==> config.mk <==
export PLATFORM = sky130hd
export DESIGN_NAME = timer_pair
export DESIGN_NICKNAME = d
export VERILOG_FILES = /design/src/pin_sync.v /design/src/timer_pair.v
export VERILOG_INCLUDE_DIRS = /design/src
export SDC_FILE = /design/constraint.sdc
export NUM_CORES = 1
export LEC_CHECK = 0
export BUFFER_PORTS_ARGS = -buffer_cell sky130_fd_sc_hd__buf_2
export CAP_MARGIN = 20
export CORE_ASPECT_RATIO = 1.2
export CORE_MARGIN = 1
export CORE_UTILIZATION = 50
export CTS_CLUSTER_DIAMETER = 120
export DETAILED_ROUTE_END_ITERATION = 10
export PLACE_DENSITY = 0.7
export SYNTH_ARGS = -nofsm -noshare
export SYNTH_HDL_FRONTEND = slang
export SYNTH_SLANG_ARGS = --single-unit
==> constraint.sdc <==
create_clock -name CLK -period 6.96 [get_ports CLK]
set_clock_uncertainty 0.1 [all_clocks]
set_input_delay 1.74 -clock CLK [delete_from_list [all_inputs] [get_ports CLK]]
set_output_delay 1.74 -clock CLK [all_outputs]
set_load 0.01 [all_outputs]
==> src/timer_regs.vh <==
`ifndef TIMER_REGS_VH
`define TIMER_REGS_VH

// register offsets inside one timer window
`define OFS_CONTROL 8'h00
`define OFS_EVENT 8'h04
`define OFS_STATUS 8'h08
`define OFS_COUNT 8'h0c
`define OFS_PRESCALE 8'h10
`define OFS_RELOAD 8'h14
`define OFS_CHANNEL 8'h18
`define OFS_OPTION 8'h1c

// address layout: bit 8 picks the timer, bits 11:9 must be zero
`define ADDR_TIMER_BIT 8
`define ADDR_HIGH_MSB 11
`define ADDR_HIGH_LSB 9

// control_reg_one fields
`define CTL_RUN 0
`define CTL_UDIS 1
`define CTL_URS 2
`define CTL_MODE_LSB 4
`define CTL_MODE_MSB 5
`define CTL_ARBE 7
`define CTL_EXTCLK 8
`define CTL_DIR 9

// event_generate_reg and status fields
`define EVT_UG 0
`define STS_UPDATE_FLAG 0

// channel_enable_reg fields
`define CHN_EN_LSB 0
`define CHN_EN_MSB 3
`define CHN_OUT_LSB 4
`define CHN_OUT_MSB 7

// counting modes
`define MODE_UP 2'h0
`define MODE_DOWN 2'h1
`define MODE_CENTER 2'h2

// reset values
`define RST_COUNT 16'h0000
`define RST_RELOAD 16'h0000
`define RST_PRESCALE 4'h0
`define RST_NIBBLE 4'h0

`endif

==> src/pin_sync.v <==
`timescale 1ns/1ps
`default_nettype none

module pin_sync (
  input wire clk,
  input wire rst_n,
  input wire ce,
  input wire din,
  output reg level_q,
  output wire rise
);
  reg s1_q;
  reg s2_q;
  reg s3_q;
  reg prev_q;

  always @(posedge clk or negedge rst_n) begin
    if (!rst_n) begin
      s1_q <= 1'b0;
      s2_q <= 1'b0;
      s3_q <= 1'b0;
      level_q <= 1'b0;
      prev_q <= 1'b0;
    end else if (ce) begin
      s1_q <= din;
      s2_q <= s1_q;
      s3_q <= s2_q;
      // change accepted once second and third stage agree
      if (s2_q == s3_q) begin
        level_q <= s3_q;
      end
      prev_q <= level_q;
    end
  end

  assign rise = level_q & ~prev_q;
endmodule // pin_sync

`default_nettype wire

==> src/timer_pair.v <==
`timescale 1ns/1ps
`default_nettype none
`include "timer_regs.vh"

// Behaviour
// - each timer has a 16-bit counter with reload, counting up, down or both
// - prescaler divides by two to a 4-bit exponent, 16-bit prescale counter
// - prescale exponent writes are buffered, new ratio from next update
// - count, reload and prescale registers readable and writable any time
// - reload buffer copied to shadow at once or on updates, per enable bit
// - overflow or underflow raises update while update disable is low
// - counter advances only on prescaler ticks gated by run enable
// - count gate follows run enable one clock later
// - core debug halt never freezes the counters
// - up mode counts 0 to reload, wraps to 0, signals overflow
// - up mode update on overflow, update generate, or slave request
// - update disable set blocks every update event
// - forced update restarts prescale counter from 0, counter from 0 or from reload in down mode
// - with request select set, software update leaves update flag clear
// - update sets flag and loads prescale and reload shadows
// - enabled output channel overrides other peripheral on its pin
// - second timer remaps each channel from port A to port B
// - external clock and mask pins act only in external clock mode
// - two timers fully independent, no shared counters or registers
// - update generate bit clears itself and reads zero
// - down mode counts reload to 0, reloads, signals underflow
// - center mode: up to reload-1 overflow, down to 1 underflow, then 0
module timer_pair (
  input wire CLK,
  input wire RESETN,
  input wire CE,
  input wire PSEL,
  input wire PENABLE,
  input wire PWRITE,
  input wire [11:0] PADDR,
  input wire [31:0] PWDATA,
  output reg [31:0] PRDATA,
  output reg PREADY,
  output reg PSLVERR,
  input wire [1:0] SLAVE_UPDATE_REQ,
  input wire [3:0] CH_LEVEL_T1,
  input wire [3:0] CH_LEVEL_T2,
  input wire PIN_PB0_IN,
  input wire PIN_PB5_IN,
  input wire [7:0] PERIPH_PA_OUT,
  input wire [7:0] PERIPH_PA_OE,
  input wire [7:0] PERIPH_PB_OUT,
  input wire [7:0] PERIPH_PB_OE,
  output reg [7:0] PA_OUT,
  output reg [7:0] PA_OE,
  output reg [7:0] PB_OUT,
  output reg [7:0] PB_OE,
  output reg [1:0] UPDATE_PULSE
);
  localparam [11:0] T2_PA_PIN = {3'd2, 3'd1, 3'd3, 3'd0};
  localparam [11:0] T2_PB_PIN = {3'd4, 3'd3, 3'd2, 3'd1};

  reg rst_s1_q;
  reg rst_n_q;
  wire pb0_level;
  wire pb0_rise;
  wire pb5_level;
  wire pb5_rise;
  wire [63:0] rd_all;
  wire [1:0] hit_all;
  wire [1:0] uev_all;
  wire [7:0] own_all;
  wire [3:0] remap_sel;
  reg [31:0] rd_sel;
  reg err_d;
  reg [7:0] own_a;
  reg [7:0] lvl_a;
  reg [7:0] own_b;
  reg [7:0] lvl_b;
  integer c;

  wire [7:0] offset = PADDR[7:0];
  wire timer_bit = PADDR[`ADDR_TIMER_BIT];
  wire setup = PSEL & ~PENABLE;
  wire access = PSEL & PENABLE & PREADY;
  wire wr_ok = access & PWRITE & ~PSLVERR;

  always @(posedge CLK or negedge RESETN) begin
    if (!RESETN) begin
      rst_s1_q <= 1'b0;
      rst_n_q <= 1'b0;
    end else begin
      rst_s1_q <= 1'b1;
      rst_n_q <= rst_s1_q;
    end
  end

  pin_sync sync_pb0 (
    .clk(CLK),
    .rst_n(rst_n_q),
    .ce(CE),
    .din(PIN_PB0_IN),
    .level_q(pb0_level),
    .rise(pb0_rise)
  );

  pin_sync sync_pb5 (
    .clk(CLK),
    .rst_n(rst_n_q),
    .ce(CE),
    .din(PIN_PB5_IN),
    .level_q(pb5_level),
    .rise(pb5_rise)
  );

  genvar t;
  generate
    for (t = 0; t < 2; t = t + 1) begin : tmr
      // each instance owns all of its state
      reg cen_q;
      reg udis_q;
      reg urs_q;
      reg arbe_q;
      reg ext_q;
      reg dir_q;
      reg dir_d;
      reg gate_q;
      reg flag_q;
      reg [1:0] mode_q;
      reg [15:0] cnt_q;
      reg [15:0] cnt_d;
      reg [15:0] pcnt_q;
      reg [15:0] pcnt_d;
      reg [15:0] arr_buf_q;
      reg [15:0] arr_act_q;
      reg [3:0] psc_buf_q;
      reg [3:0] psc_act_q;
      reg [3:0] ch_en_q;
      reg [3:0] ch_out_q;
      reg [3:0] remap_q;
      reg [31:0] rd_d;
      reg hit_d;

      wire mine = wr_ok & (timer_bit == (t == 1));
      wire wr_ctrl = mine & (offset == `OFS_CONTROL);
      wire wr_evt = mine & (offset == `OFS_EVENT);
      wire wr_sts = mine & (offset == `OFS_STATUS);
      wire wr_cnt = mine & (offset == `OFS_COUNT);
      wire wr_psc = mine & (offset == `OFS_PRESCALE);
      wire wr_arr = mine & (offset == `OFS_RELOAD);
      wire wr_chn = mine & (offset == `OFS_CHANNEL);
      wire wr_opt = mine & (offset == `OFS_OPTION) & (t == 1);
      // update generate is a write pulse, nothing is stored
      wire ug = wr_evt & PWDATA[`EVT_UG];
      wire ext_rise = (t == 0) ? pb0_rise : pb5_rise;
      wire ext_mask = (t == 0) ? pb5_level : pb0_level;
      // pins ignored unless external clock mode
      wire psc_in = ext_q ? (ext_rise & ext_mask) : 1'b1;
      wire [15:0] pmax = (16'h0001 << psc_act_q) - 16'h0001;
      wire pwrap = pcnt_q >= pmax;
      // gate lags run enable; no debug halt term exists
      wire tick = gate_q & psc_in & pwrap;
      // unbuffered reload acts straight from the buffer
      wire [15:0] arr_eff = arbe_q ? arr_act_q : arr_buf_q;
      wire arr_nz = arr_eff != 16'h0000;
      wire ovf = tick & (((mode_q == `MODE_UP) & (cnt_q == arr_eff)) |
        ((mode_q == `MODE_CENTER) & ~dir_q & arr_nz &
        (cnt_q == arr_eff - 16'h0001)));
      wire unf = tick & (((mode_q == `MODE_DOWN) & (cnt_q == 16'h0000)) |
        ((mode_q == `MODE_CENTER) & dir_q &
        (cnt_q == 16'h0001)));
      wire forced = ug | SLAVE_UPDATE_REQ[t];
      // update disable blocks all sources
      wire update_event = ~udis_q & (ovf | unf | forced);
      wire flag_set = update_event & ~(urs_q & ug);
      // reload shadow is refreshed before the counter reloads
      wire [15:0] arr_next = update_event ? arr_buf_q : arr_eff;

      always @* begin
        cnt_d = cnt_q;
        dir_d = (mode_q == `MODE_CENTER) ? dir_q : 1'b0;
        pcnt_d = pcnt_q;
        if (update_event & forced) begin
          // restart both counters; ratio reloads from the prescale buffer
          cnt_d = (mode_q == `MODE_DOWN) ? arr_next : 16'h0000;
          dir_d = 1'b0;
          pcnt_d = 16'h0000;
        end else begin
          if (wr_cnt) begin
            cnt_d = PWDATA[15:0];
          end else if (tick) begin
            case (mode_q)
              `MODE_UP: cnt_d = ovf ? 16'h0000 : cnt_q + 16'h0001;
              `MODE_DOWN: cnt_d = unf ? arr_next : cnt_q - 16'h0001;
              `MODE_CENTER: begin
                if (!arr_nz) begin
                  cnt_d = 16'h0000;
                end else if (!dir_q) begin
                  cnt_d = cnt_q + 16'h0001;
                  dir_d = ovf;
                end else begin
                  cnt_d = cnt_q - 16'h0001;
                  dir_d = ~unf;
                end
              end
              default: cnt_d = cnt_q;
            endcase
          end
          if (gate_q & psc_in) begin
            pcnt_d = pwrap ? 16'h0000 : pcnt_q + 16'h0001;
          end
        end
      end

      always @(posedge CLK or negedge rst_n_q) begin
        if (!rst_n_q) begin
          cen_q <= 1'b0;
          udis_q <= 1'b0;
          urs_q <= 1'b0;
          arbe_q <= 1'b0;
          ext_q <= 1'b0;
          dir_q <= 1'b0;
          gate_q <= 1'b0;
          flag_q <= 1'b0;
          mode_q <= `MODE_UP;
          cnt_q <= `RST_COUNT;
          pcnt_q <= 16'h0000;
          arr_buf_q <= `RST_RELOAD;
          arr_act_q <= `RST_RELOAD;
          psc_buf_q <= `RST_PRESCALE;
          psc_act_q <= `RST_PRESCALE;
          ch_en_q <= `RST_NIBBLE;
          ch_out_q <= `RST_NIBBLE;
          remap_q <= `RST_NIBBLE;
        end else if (CE) begin
          if (wr_ctrl) begin
            cen_q <= PWDATA[`CTL_RUN];
            udis_q <= PWDATA[`CTL_UDIS];
            urs_q <= PWDATA[`CTL_URS];
            mode_q <= PWDATA[`CTL_MODE_MSB:`CTL_MODE_LSB];
            arbe_q <= PWDATA[`CTL_ARBE];
            ext_q <= PWDATA[`CTL_EXTCLK];
          end
          gate_q <= cen_q;
          cnt_q <= cnt_d;
          dir_q <= dir_d;
          pcnt_q <= pcnt_d;
          // set beats a same-cycle write-one clear
          flag_q <= flag_set |
            (flag_q & ~(wr_sts & PWDATA[`STS_UPDATE_FLAG]));
          if (wr_psc) psc_buf_q <= PWDATA[3:0];
          if (update_event) psc_act_q <= psc_buf_q;
          if (wr_arr) arr_buf_q <= PWDATA[15:0];
          if (update_event | ~arbe_q) arr_act_q <= arr_buf_q;
          if (wr_chn) begin
            ch_en_q <= PWDATA[`CHN_EN_MSB:`CHN_EN_LSB];
            ch_out_q <= PWDATA[`CHN_OUT_MSB:`CHN_OUT_LSB];
          end
          if (wr_opt) remap_q <= PWDATA[3:0];
        end
      end

      always @* begin
        rd_d = 32'h00000000;
        hit_d = 1'b1;
        if (offset == `OFS_CONTROL) begin
          rd_d[`CTL_RUN] = cen_q;
          rd_d[`CTL_UDIS] = udis_q;
          rd_d[`CTL_URS] = urs_q;
          rd_d[`CTL_MODE_MSB:`CTL_MODE_LSB] = mode_q;
          rd_d[`CTL_ARBE] = arbe_q;
          rd_d[`CTL_EXTCLK] = ext_q;
          rd_d[`CTL_DIR] = dir_q;
        end else if (offset == `OFS_EVENT) begin
          rd_d = 32'h00000000;
        end else if (offset == `OFS_STATUS) begin
          rd_d[`STS_UPDATE_FLAG] = flag_q;
        end else if (offset == `OFS_COUNT) begin
          rd_d[15:0] = cnt_q;
        end else if (offset == `OFS_PRESCALE) begin
          rd_d[3:0] = psc_buf_q;
        end else if (offset == `OFS_RELOAD) begin
          rd_d[15:0] = arr_buf_q;
        end else if (offset == `OFS_CHANNEL) begin
          rd_d[`CHN_EN_MSB:`CHN_EN_LSB] = ch_en_q;
          rd_d[`CHN_OUT_MSB:`CHN_OUT_LSB] = ch_out_q;
        end else if ((offset == `OFS_OPTION) && (t == 1)) begin
          rd_d[3:0] = remap_q;
        end else begin
          hit_d = 1'b0;
        end
      end

      assign rd_all[32 * t +: 32] = rd_d;
      assign hit_all[t] = hit_d;
      assign uev_all[t] = update_event;
      assign own_all[4 * t +: 4] = ch_en_q & ch_out_q;
      if (t == 1) begin : opt
        assign remap_sel = remap_q;
      end
    end
  endgenerate

  always @* begin
    rd_sel = timer_bit ? rd_all[63:32] : rd_all[31:0];
    err_d = (PADDR[`ADDR_HIGH_MSB:`ADDR_HIGH_LSB] != 3'h0) |
      ~hit_all[timer_bit];
  end

  // zero-wait slave: ready rises in the access cycle
  always @(posedge CLK or negedge rst_n_q) begin
    if (!rst_n_q) begin
      PREADY <= 1'b0;
      PRDATA <= 32'h00000000;
      PSLVERR <= 1'b0;
    end else if (CE) begin
      if (setup) begin
        PREADY <= 1'b1;
        PSLVERR <= err_d;
        PRDATA <= (PWRITE | err_d) ? 32'h00000000 : rd_sel;
      end else begin
        PREADY <= 1'b0;
        PSLVERR <= 1'b0;
        PRDATA <= 32'h00000000;
      end
    end
  end

  // pin ownership: first timer fixed, second timer remappable
  always @* begin
    own_a = 8'h00;
    lvl_a = 8'h00;
    own_b = 8'h00;
    lvl_b = 8'h00;
    own_b[6] = own_all[0];
    lvl_b[6] = CH_LEVEL_T1[0];
    own_b[7] = own_all[1];
    lvl_b[7] = CH_LEVEL_T1[1];
    own_a[6] = own_all[2];
    lvl_a[6] = CH_LEVEL_T1[2];
    own_a[7] = own_all[3];
    lvl_a[7] = CH_LEVEL_T1[3];
    for (c = 0; c < 4; c = c + 1) begin
      if (remap_sel[c]) begin
        own_b[T2_PB_PIN[3 * c +: 3]] = own_all[4 + c];
        lvl_b[T2_PB_PIN[3 * c +: 3]] = CH_LEVEL_T2[c];
      end else begin
        own_a[T2_PA_PIN[3 * c +: 3]] = own_all[4 + c];
        lvl_a[T2_PA_PIN[3 * c +: 3]] = CH_LEVEL_T2[c];
      end
    end
  end

  always @(posedge CLK or negedge rst_n_q) begin
    if (!rst_n_q) begin
      PA_OUT <= 8'h00;
      PA_OE <= 8'h00;
      PB_OUT <= 8'h00;
      PB_OE <= 8'h00;
      UPDATE_PULSE <= 2'h0;
    end else if (CE) begin
      // timer channel wins over any other user of the pin
      PA_OUT <= (own_a & lvl_a) | (~own_a & PERIPH_PA_OUT);
      PA_OE <= own_a | PERIPH_PA_OE;
      PB_OUT <= (own_b & lvl_b) | (~own_b & PERIPH_PB_OUT);
      PB_OE <= own_b | PERIPH_PB_OE;
      UPDATE_PULSE <= uev_all;
    end
  end
endmodule // timer_pair

`default_nettype wire

==> summary.md, run 1 <==
| Metric | Value |
|---|---|
| Status | complete, no violations |
| Final core utilization | 0.558 |
| Residual DRC count | 0 |
| Largest net degree at the start of global routing | 150 |
| Syn Area/Cell | 9.00 sq um |
| IO Pins | 162 |
| Max_cap viols | 0 |
| WL/cell | 21.9 um |
| Yosys top cell area share | 0.341 |
| Setup TNS Final | 0 ns |
| Clock root buffer | clkbuf_16 |
| CP startpoint kind | flop |
| Vias in the first global route | 15975 |
| Vias per std cell | 6.43 |
| Post-synth EDFFs | 0 |
| Achievable Freq | 0.175 GHz |
| Die W | 176 um |
| Worst-margin pin slew | 1.22 ns |
| Max layer used | met4 |
| DIE HEIGHT | 211 um |
| I/O Buffers | 129 |
| Initial antenna violation count | 1 |
| Area contributors post-synth | dfrtp_1 34%, mux2_2 6.4%, mux2i_1 5.4% |
| DIE AREA | 0.0372 sq mm |
| Worst R2R Start | tmr[1].psc_act_q[1] |
| Fin. Hold Viols | 0 |
| Grt ovf | 0 |
| Post-synth top flop | dfrtp_1 |
| Final net count | 2217 |
| H-tree depth | 1 |
| Post-synthesis cell type count | 107 |
| Vias | 16465 |
| Tcrit/Tclk final | 0.822 |
| Post-CTS Hold Buffers | 0 |
| CTS tree | built |
| PD cells | 179 mW/mm^2 |
| Clk slew on worst S/H paths | 0.07 ns |
| Commonest cells after routing, fill and taps aside | 247 x dfrtp_1, 194 x nor2_1, 153 x nand2_1, 138 x o21ai_0, 128 x buf_2 |
| Max clock buf depth | 3 |
| Sinks on Clock Net | 248 |
| Setup repair bufs after CTS | 0 |
| Antenna-violating nets left | 0 |
| First-pass GRT wire length | 89.3 mm |
| Hold Crit Class | flop to asynchronous set/reset pin |
| Reg2Reg Depth | 16 |
| GP Congestion | 0.988 |
| Fin area | 0.0200 sq mm |
| Final Max Slew Viols | 0 |
| Detailed-route wire length | 56.2 mm |
| Synth area leader | dfrtp_1 |
| Layout cells sized above 1 | 0.178 |
| Worst EP arrival | 6.08 ns |
| CP required | 7.32 ns |
| DP Area | 0.0190 sq mm |
| Detailed Place HPWL | 40.7 mm |
| Post-synthesis instance area | 0.0182 sq mm |
| Leak Pwr | 8.64 nW |
| Met1 wire length | 23.0 mm |
| Router iterations before antenna repair | 5 |
| Worst Setup SP | tmr[1].psc_act_q[1] |
| DR WL met2 | 26.6 mm |
| Initial drt markers | 1511 |
| Syn-to-layout area delta | 9.89% |
| Finished Layout Cells | 2562 |
| Slew margin rel. | 0.178 |
| Worst-skew pair later-pin latency | 0.59 ns |
| Row count | 76 |
| Critical setup path kind | flop to flop |
| Gr usage total | 0.305 |
| Cells after DPL | 2512 |
| Worst Path Max Fanout | 14 |
| Core box area | 0.0358 sq mm |
| Syn. warnings | 0 |
| Crit. End Element | flop |
| Setup-failing EPs final | 0 |
| Resized cells post-CTS | 0 |
| VDD IR-drop max | 0.000181 V |
| Mapped Cells | 2021 |
| Sequential area share after synthesis | 0.341 |
| R2R setup slack | 1.24 ns |
| Most common cell after layout, fill and taps aside | dfrtp_1 |
| #FFs+latches synth | 248 |
| RSZ-0062 raised after global routing | false |
| Met3 wire len | 4.22 mm |
| CTS Buf Count | 27 |
| Fin crit period | 5.72 ns |
| Initial Utilization | 0.508 |
| Crit Reg-Reg Endpoint | tmr[1].psc_act_q[3] |
| Ys async rst share | 1.00 |
[state kept, by name (all words and copies together), names as in the netlist, 4 cells and up]
| register | cells |
|---|---|
| tmr.arr_act_q | 32 |
| tmr.arr_buf_q | 32 |
| tmr.cnt_q | 32 |
| tmr.pcnt_q | 32 |
| PRDATA | 16 |
| PA_OE | 8 |
| PA_OUT | 8 |
| PB_OE | 8 |
| PB_OUT | 8 |
| tmr.ch_en_q | 8 |
| tmr.ch_out_q | 8 |
| tmr.psc_act_q | 8 |
| tmr.psc_buf_q | 8 |
| remap_sel | 4 |
| tmr.mode_q | 4 |
[worst max path at each step]
stage	to	slack, ns	cells past startpoint
global route	tmr[1].arr_act_q[6]	0.98	18
detailed placement	tmr[1].psc_act_q[2]	1.30	16
finish	tmr[1].psc_act_q[3]	1.24	16
CTS	tmr[1].psc_act_q[3]	1.28	16
floorplan	tmr[1].cnt_q[5]	1.96	20
global placement	tmr[1].psc_act_q[3]	1.33	16
[metal layers]
metal / up-vias / track usage
met2: 754 / 0.502
met4: 0 / 0.130
li1: 7530 / -
met3: 154 / 0.0430
met1: 8027 / 0.399
met5: - / 0
[critical path, cell delays in order, from the launching register on]
cell and delay, ns:
dfrtp_1 0.52, or2_2 0.40, or3_1 0.35, ha_1 0.36, nor3b_1 0.40, a21oi_1 0.13
a2bb2oi_1 0.15, ha_1 0.29, o21ai_0 0.16, a211oi_1 0.13, a2111oi_2 0.48, buf_4 0.24
or3_1 0.40, a21oi_1 0.18, nor3_4 0.51, or2_0 0.41, mux2_1 0.36
[cells in the mapped netlist (all sizes together), types with 11 or more instances]
master	n
a221oi	15
o21ai	143
inv	42
o22a	17
and3	33
a211oi	16
mux2i	99
nor2b	13
dfrtp	248
o22ai	17
nor3	60
a31oi	32
o2bb2ai	12
a21oi	107
xor2	35
o211ai	20
clkbuf	99
buf	52
nand3b	11
nand4	25
xnor2	78
nor2	196
or2	14
ha	50
or3	13
nand3	61
a21o	12
mux2	130
nor3b	18
nand2	153
and2	13
nor4	26
[cell type report]
class	instances	area (sq um)
fill	3230	15900
multi-input combinational	1596	11200
sequential	248	6210
timing repair buffer	157	875
clock buffer	34	742
tap	468	586
clock inverter	15	228
inverter	43	161
antenna	1	2.50
[cell families after synthesis]
kind of cell,synth area share
AND/OR/NAND/NOR,0.185
AO/OA/AOI/OAI,0.186
flip-flops,0.341
multiplexers,0.149
buffers and inverters,0.0478
XOR/XNOR,0.0560
adder cells (fa/ha/maj),0.0344
other,0.000413
[through the flow]
| stage | power [mW] | hold slack [ns] | setup slack, ns |
|---|---|---|---|
| floorplan | 1.87 | 0.231 | 1.96 |
| global placement | 2.00 | 0.205 | 1.33 |
| detailed placement | 2.01 | 0.215 | 1.30 |
| CTS | 3.60 | 0.226 | 1.28 |
| global route | 3.70 | 0.254 | 0.983 |
| finish | 3.58 | 0.205 | 1.24 |
[power by group]
part / leakage (nW) / internal (mW) / switching (mW)
registers: 3.27 / 1.49 / 0.0893
logic: 4.91 / 0.166 / 0.246
clock network: 0.462 / 0.944 / 0.646
No activity file was read; power rests on OpenSTA's default activity.
==> run 2: changes to the inputs <==
==> constraint.sdc (replaced) <==
create_clock -name CLK -period 4.8 [get_ports CLK]
set_clock_uncertainty 0.1 [all_clocks]
set_input_delay 1.2 -clock CLK [delete_from_list [all_inputs] [get_ports CLK]]
set_output_delay 1.2 -clock CLK [all_outputs]
set_load 0.01 [all_outputs]
==> run 2 against run 1 <==
  * Die area is the same
  * Non-clock buffer count rose by 59
  * Hold slack lost 0.039 ns
  * Sequential power increased by 45%
  * First-iteration DRC count fell by 5.2%
  * Via count up 1.7%
  * Global-route usage is 1.8 points higher
  * Sequential share of layout area is 0.91 points lower
  * Largest cell class unchanged
==> summary.md, run 2 (same netlist as run 1, synthesis figures left out) <==
| Metric | Value |
|---|---|
| Status | complete, no violations |
| Row count | 76 (unchanged) |
| Post-CTS Hold Buffers | 0 (unchanged) |
| Grt ovf | 0 (unchanged) |
| Initial Utilization | 0.508 (unchanged) |
| Die W | 176 um (unchanged) |
| Initial antenna violation count | 0 (-1) |
| Fin crit period | 4.56 ns (-1.16 ns) |
| DIE AREA | 0.0372 sq mm (unchanged) |
| Layout cells sized above 1 | 0.207 (+0.0294) |
| IO Pins | 162 (unchanged) |
| Vias per std cell | 6.39 (-0.55%) |
| Max clock buf depth | 3 (unchanged) |
| Core box area | 0.0358 sq mm (unchanged) |
| First-pass GRT wire length | 93.7 mm (+4.9%) |
| Worst-skew pair later-pin latency | 0.59 ns (about the same) |
| Hold Crit Class | flop to asynchronous set/reset pin |
| CTS tree | built |
| Tcrit/Tclk final | 0.949 (+0.128) |
| Critical Path Max Stage Delay | 0.43 ns (-0.09 ns) |
| Worst Path Max Fanout | 7 (-7) |
| # diodes | 0 (-1) |
| Worst EP arrival | 4.91 ns (-1.17 ns) |
| Vias in the first global route | 16563 (+3.7%) |
| R2R setup slack | 0.24 ns (-1.00 ns) |
| Total power | 5.14 mW (+43%) |
| Detailed Place HPWL | 43.4 mm (+6.6%) |
| Residual DRC count | 0 (unchanged) |
| Detailed-route wire length | 59.2 mm (+5.4%) |
| Crit. End Element | flop |
| Router iterations before antenna repair | 6 (+1) |
| Most common cell after layout, fill and taps aside | dfrtp_1 |
| CP required | 5.15 ns (-2.17 ns) |
| Final Max Slew Viols | 0 (unchanged) |
| Critical setup path kind | flop to flop |
| RSZ-0062 raised after global routing | true |
| GP Congestion | 0.942 (-4.7%) |
| Syn-to-layout area delta | 13.2% |
| CTS Buf Count | 28 (+3.7%) |
| Setup-failing EPs final | 0 (unchanged) |
| Achievable Freq | 0.219 GHz (+25%) |
| Initial drt markers | 1433 (-5.2%) |
| Gr usage total | 0.323 (+0.0183) |
| Commonest cells after routing, fill and taps aside | 247 x dfrtp_1, 193 x nor2_1, 153 x nand2_1, 136 x o21ai_0, 128 x buf_2 |
| Final net count | 2277 (+2.7%) |
| Worst path slowest cell | a2111oi_4 |
| DIE HEIGHT | 211 um (unchanged) |
| WL/cell | 22.6 um (+3.0%) |
| I/O Buffers | 129 (unchanged) |
| Fin area | 0.0206 sq mm (+3.0%) |
| CP startpoint kind | flop |
| Largest net degree at the start of global routing | 113 (-25%) |
| DP Area | 0.0195 sq mm (+2.6%) |
| Sinks on Clock Net | 248 (unchanged) |
| Clock root buffer | clkbuf_16 |
| Slew margin rel. | 0.243 (+0.0646) |
| Antenna-violating nets left | 0 (unchanged) |
| PD cells | 250 mW/mm^2 (+39%) |
| Vias | 16752 (+1.7%) |
| Leak Pwr | 8.98 nW (+4.0%) |
| H-tree depth | 1 (unchanged) |
| Fin. Hold Viols | 0 (unchanged) |
| Worst-margin pin slew | 1.12 ns (-0.103 ns) |
| VDD IR-drop max | 0.000241 V (+34%) |
| Clk slew on worst S/H paths | 0.06 ns (about the same) |
| Crit path cell chain | or2_4 > or3_4 > ha_4 > nor2_4 > mux2i_1 > o22a_1 > ha_1 > nand3_4 > nor2_1 > o31a_1 > a2111oi_4 > or3_4 > o2111ai_2 > o211ai_1 > buf_4 > mux2i_4 > o2111ai_2 > a21o_1 |
| Max_cap viols | 0 (unchanged) |
==> run 2: cell types whose count changed in the layout (fill, tap and decap cells not counted), sizes merged <==
cell           change
clkinv             +6
bufinv             -2
inv                -1
clkinvlp           -2
diode              -1
buf               +60
clkdlybuf4s15      -1
==> run 2: final timing paths <==
check	start	end	depth (start not counted)
worst max register to register	tmr[1].psc_act_q[2]	tmr[1].cnt_q[14]	18
max in group asynchronous	rst_n_q	tmr[1].arr_act_q[10]	1
min in group CLK	rst_s1_q	rst_n_q	0
worst min-delay path	rst_n_q	tmr[1].psc_act_q[0]	0
worst min register to register	rst_n_q	tmr[1].psc_act_q[0]	0
worst max-delay path	tmr[1].psc_act_q[2]	tmr[1].cnt_q[14]	18
==> run 2: layer usage <==
metal,up-vias,part of all wire,global-route usage
li1,7628,-,-
met1,8147,0.40,0.412
met2,812,0.47,0.530
met3,165,0.081,0.0506
met4,0,0.049,0.160
met5,-,0,0
==> run 2: power breakdown <==
part / internal (mW) / switching, mW / total, mW / leakage [nW]
registers: 2.17 / 0.123 / 2.29 / 3.27
clock network: 1.27 / 0.951 / 2.22 / 0.454
logic: 0.254 / 0.380 / 0.633 / 5.26
total: 3.69 / 1.45 / 5.14 / 8.98
==> run 2: area by class of cell <==
class	count	area, sq um
clock buffer	34	743
timing repair buffer	216	1380
fill	3151	15200
sequential	248	6210
tap	468	586
clock inverter	16	195
inverter	43	161
multi-input combinational	1596	11300
==> run 2: timing repair <==
item | 4_1_cts | 5_1_grt
endpoints found under the hold margin | 0 | 0
resized for setup | 2 | 24
buffers inserted | 0 | 0
pin swaps | 0 | 8
endpoints found under the setup margin | 13 | 53
==> run 2: through the flow <==
step	setup WS (ns)	hold WS [ns]	cells	util	setup TNS, ns
2_1_floorplan	0.0243	0.231	2038	-	0
3_3_place_gp	0.0295	0.176	2570	0.545	0
3_5_place_dp	-0.0874	0.178	2570	0.545	-0.387
4_1_cts	0.0209	0.181	2620	0.571	0
5_1_grt	-0.00499	0.201	2621	0.575	-0.00797
6_report	0.244	0.165	2621	0.575	0
==> run 2: critical path, delay by kind of cell, from the launching register on <==
family | cells | cell delay (ns)
AND/OR/NAND/NOR | 6 | 1.09
adder cells (fa/ha/maj) | 2 | 0.52
buffers and inverters | 1 | 0.25
AO/OA/AOI/OAI | 7 | 1.72
multiplexers | 2 | 0.37
flip-flops | 1 | 0.37
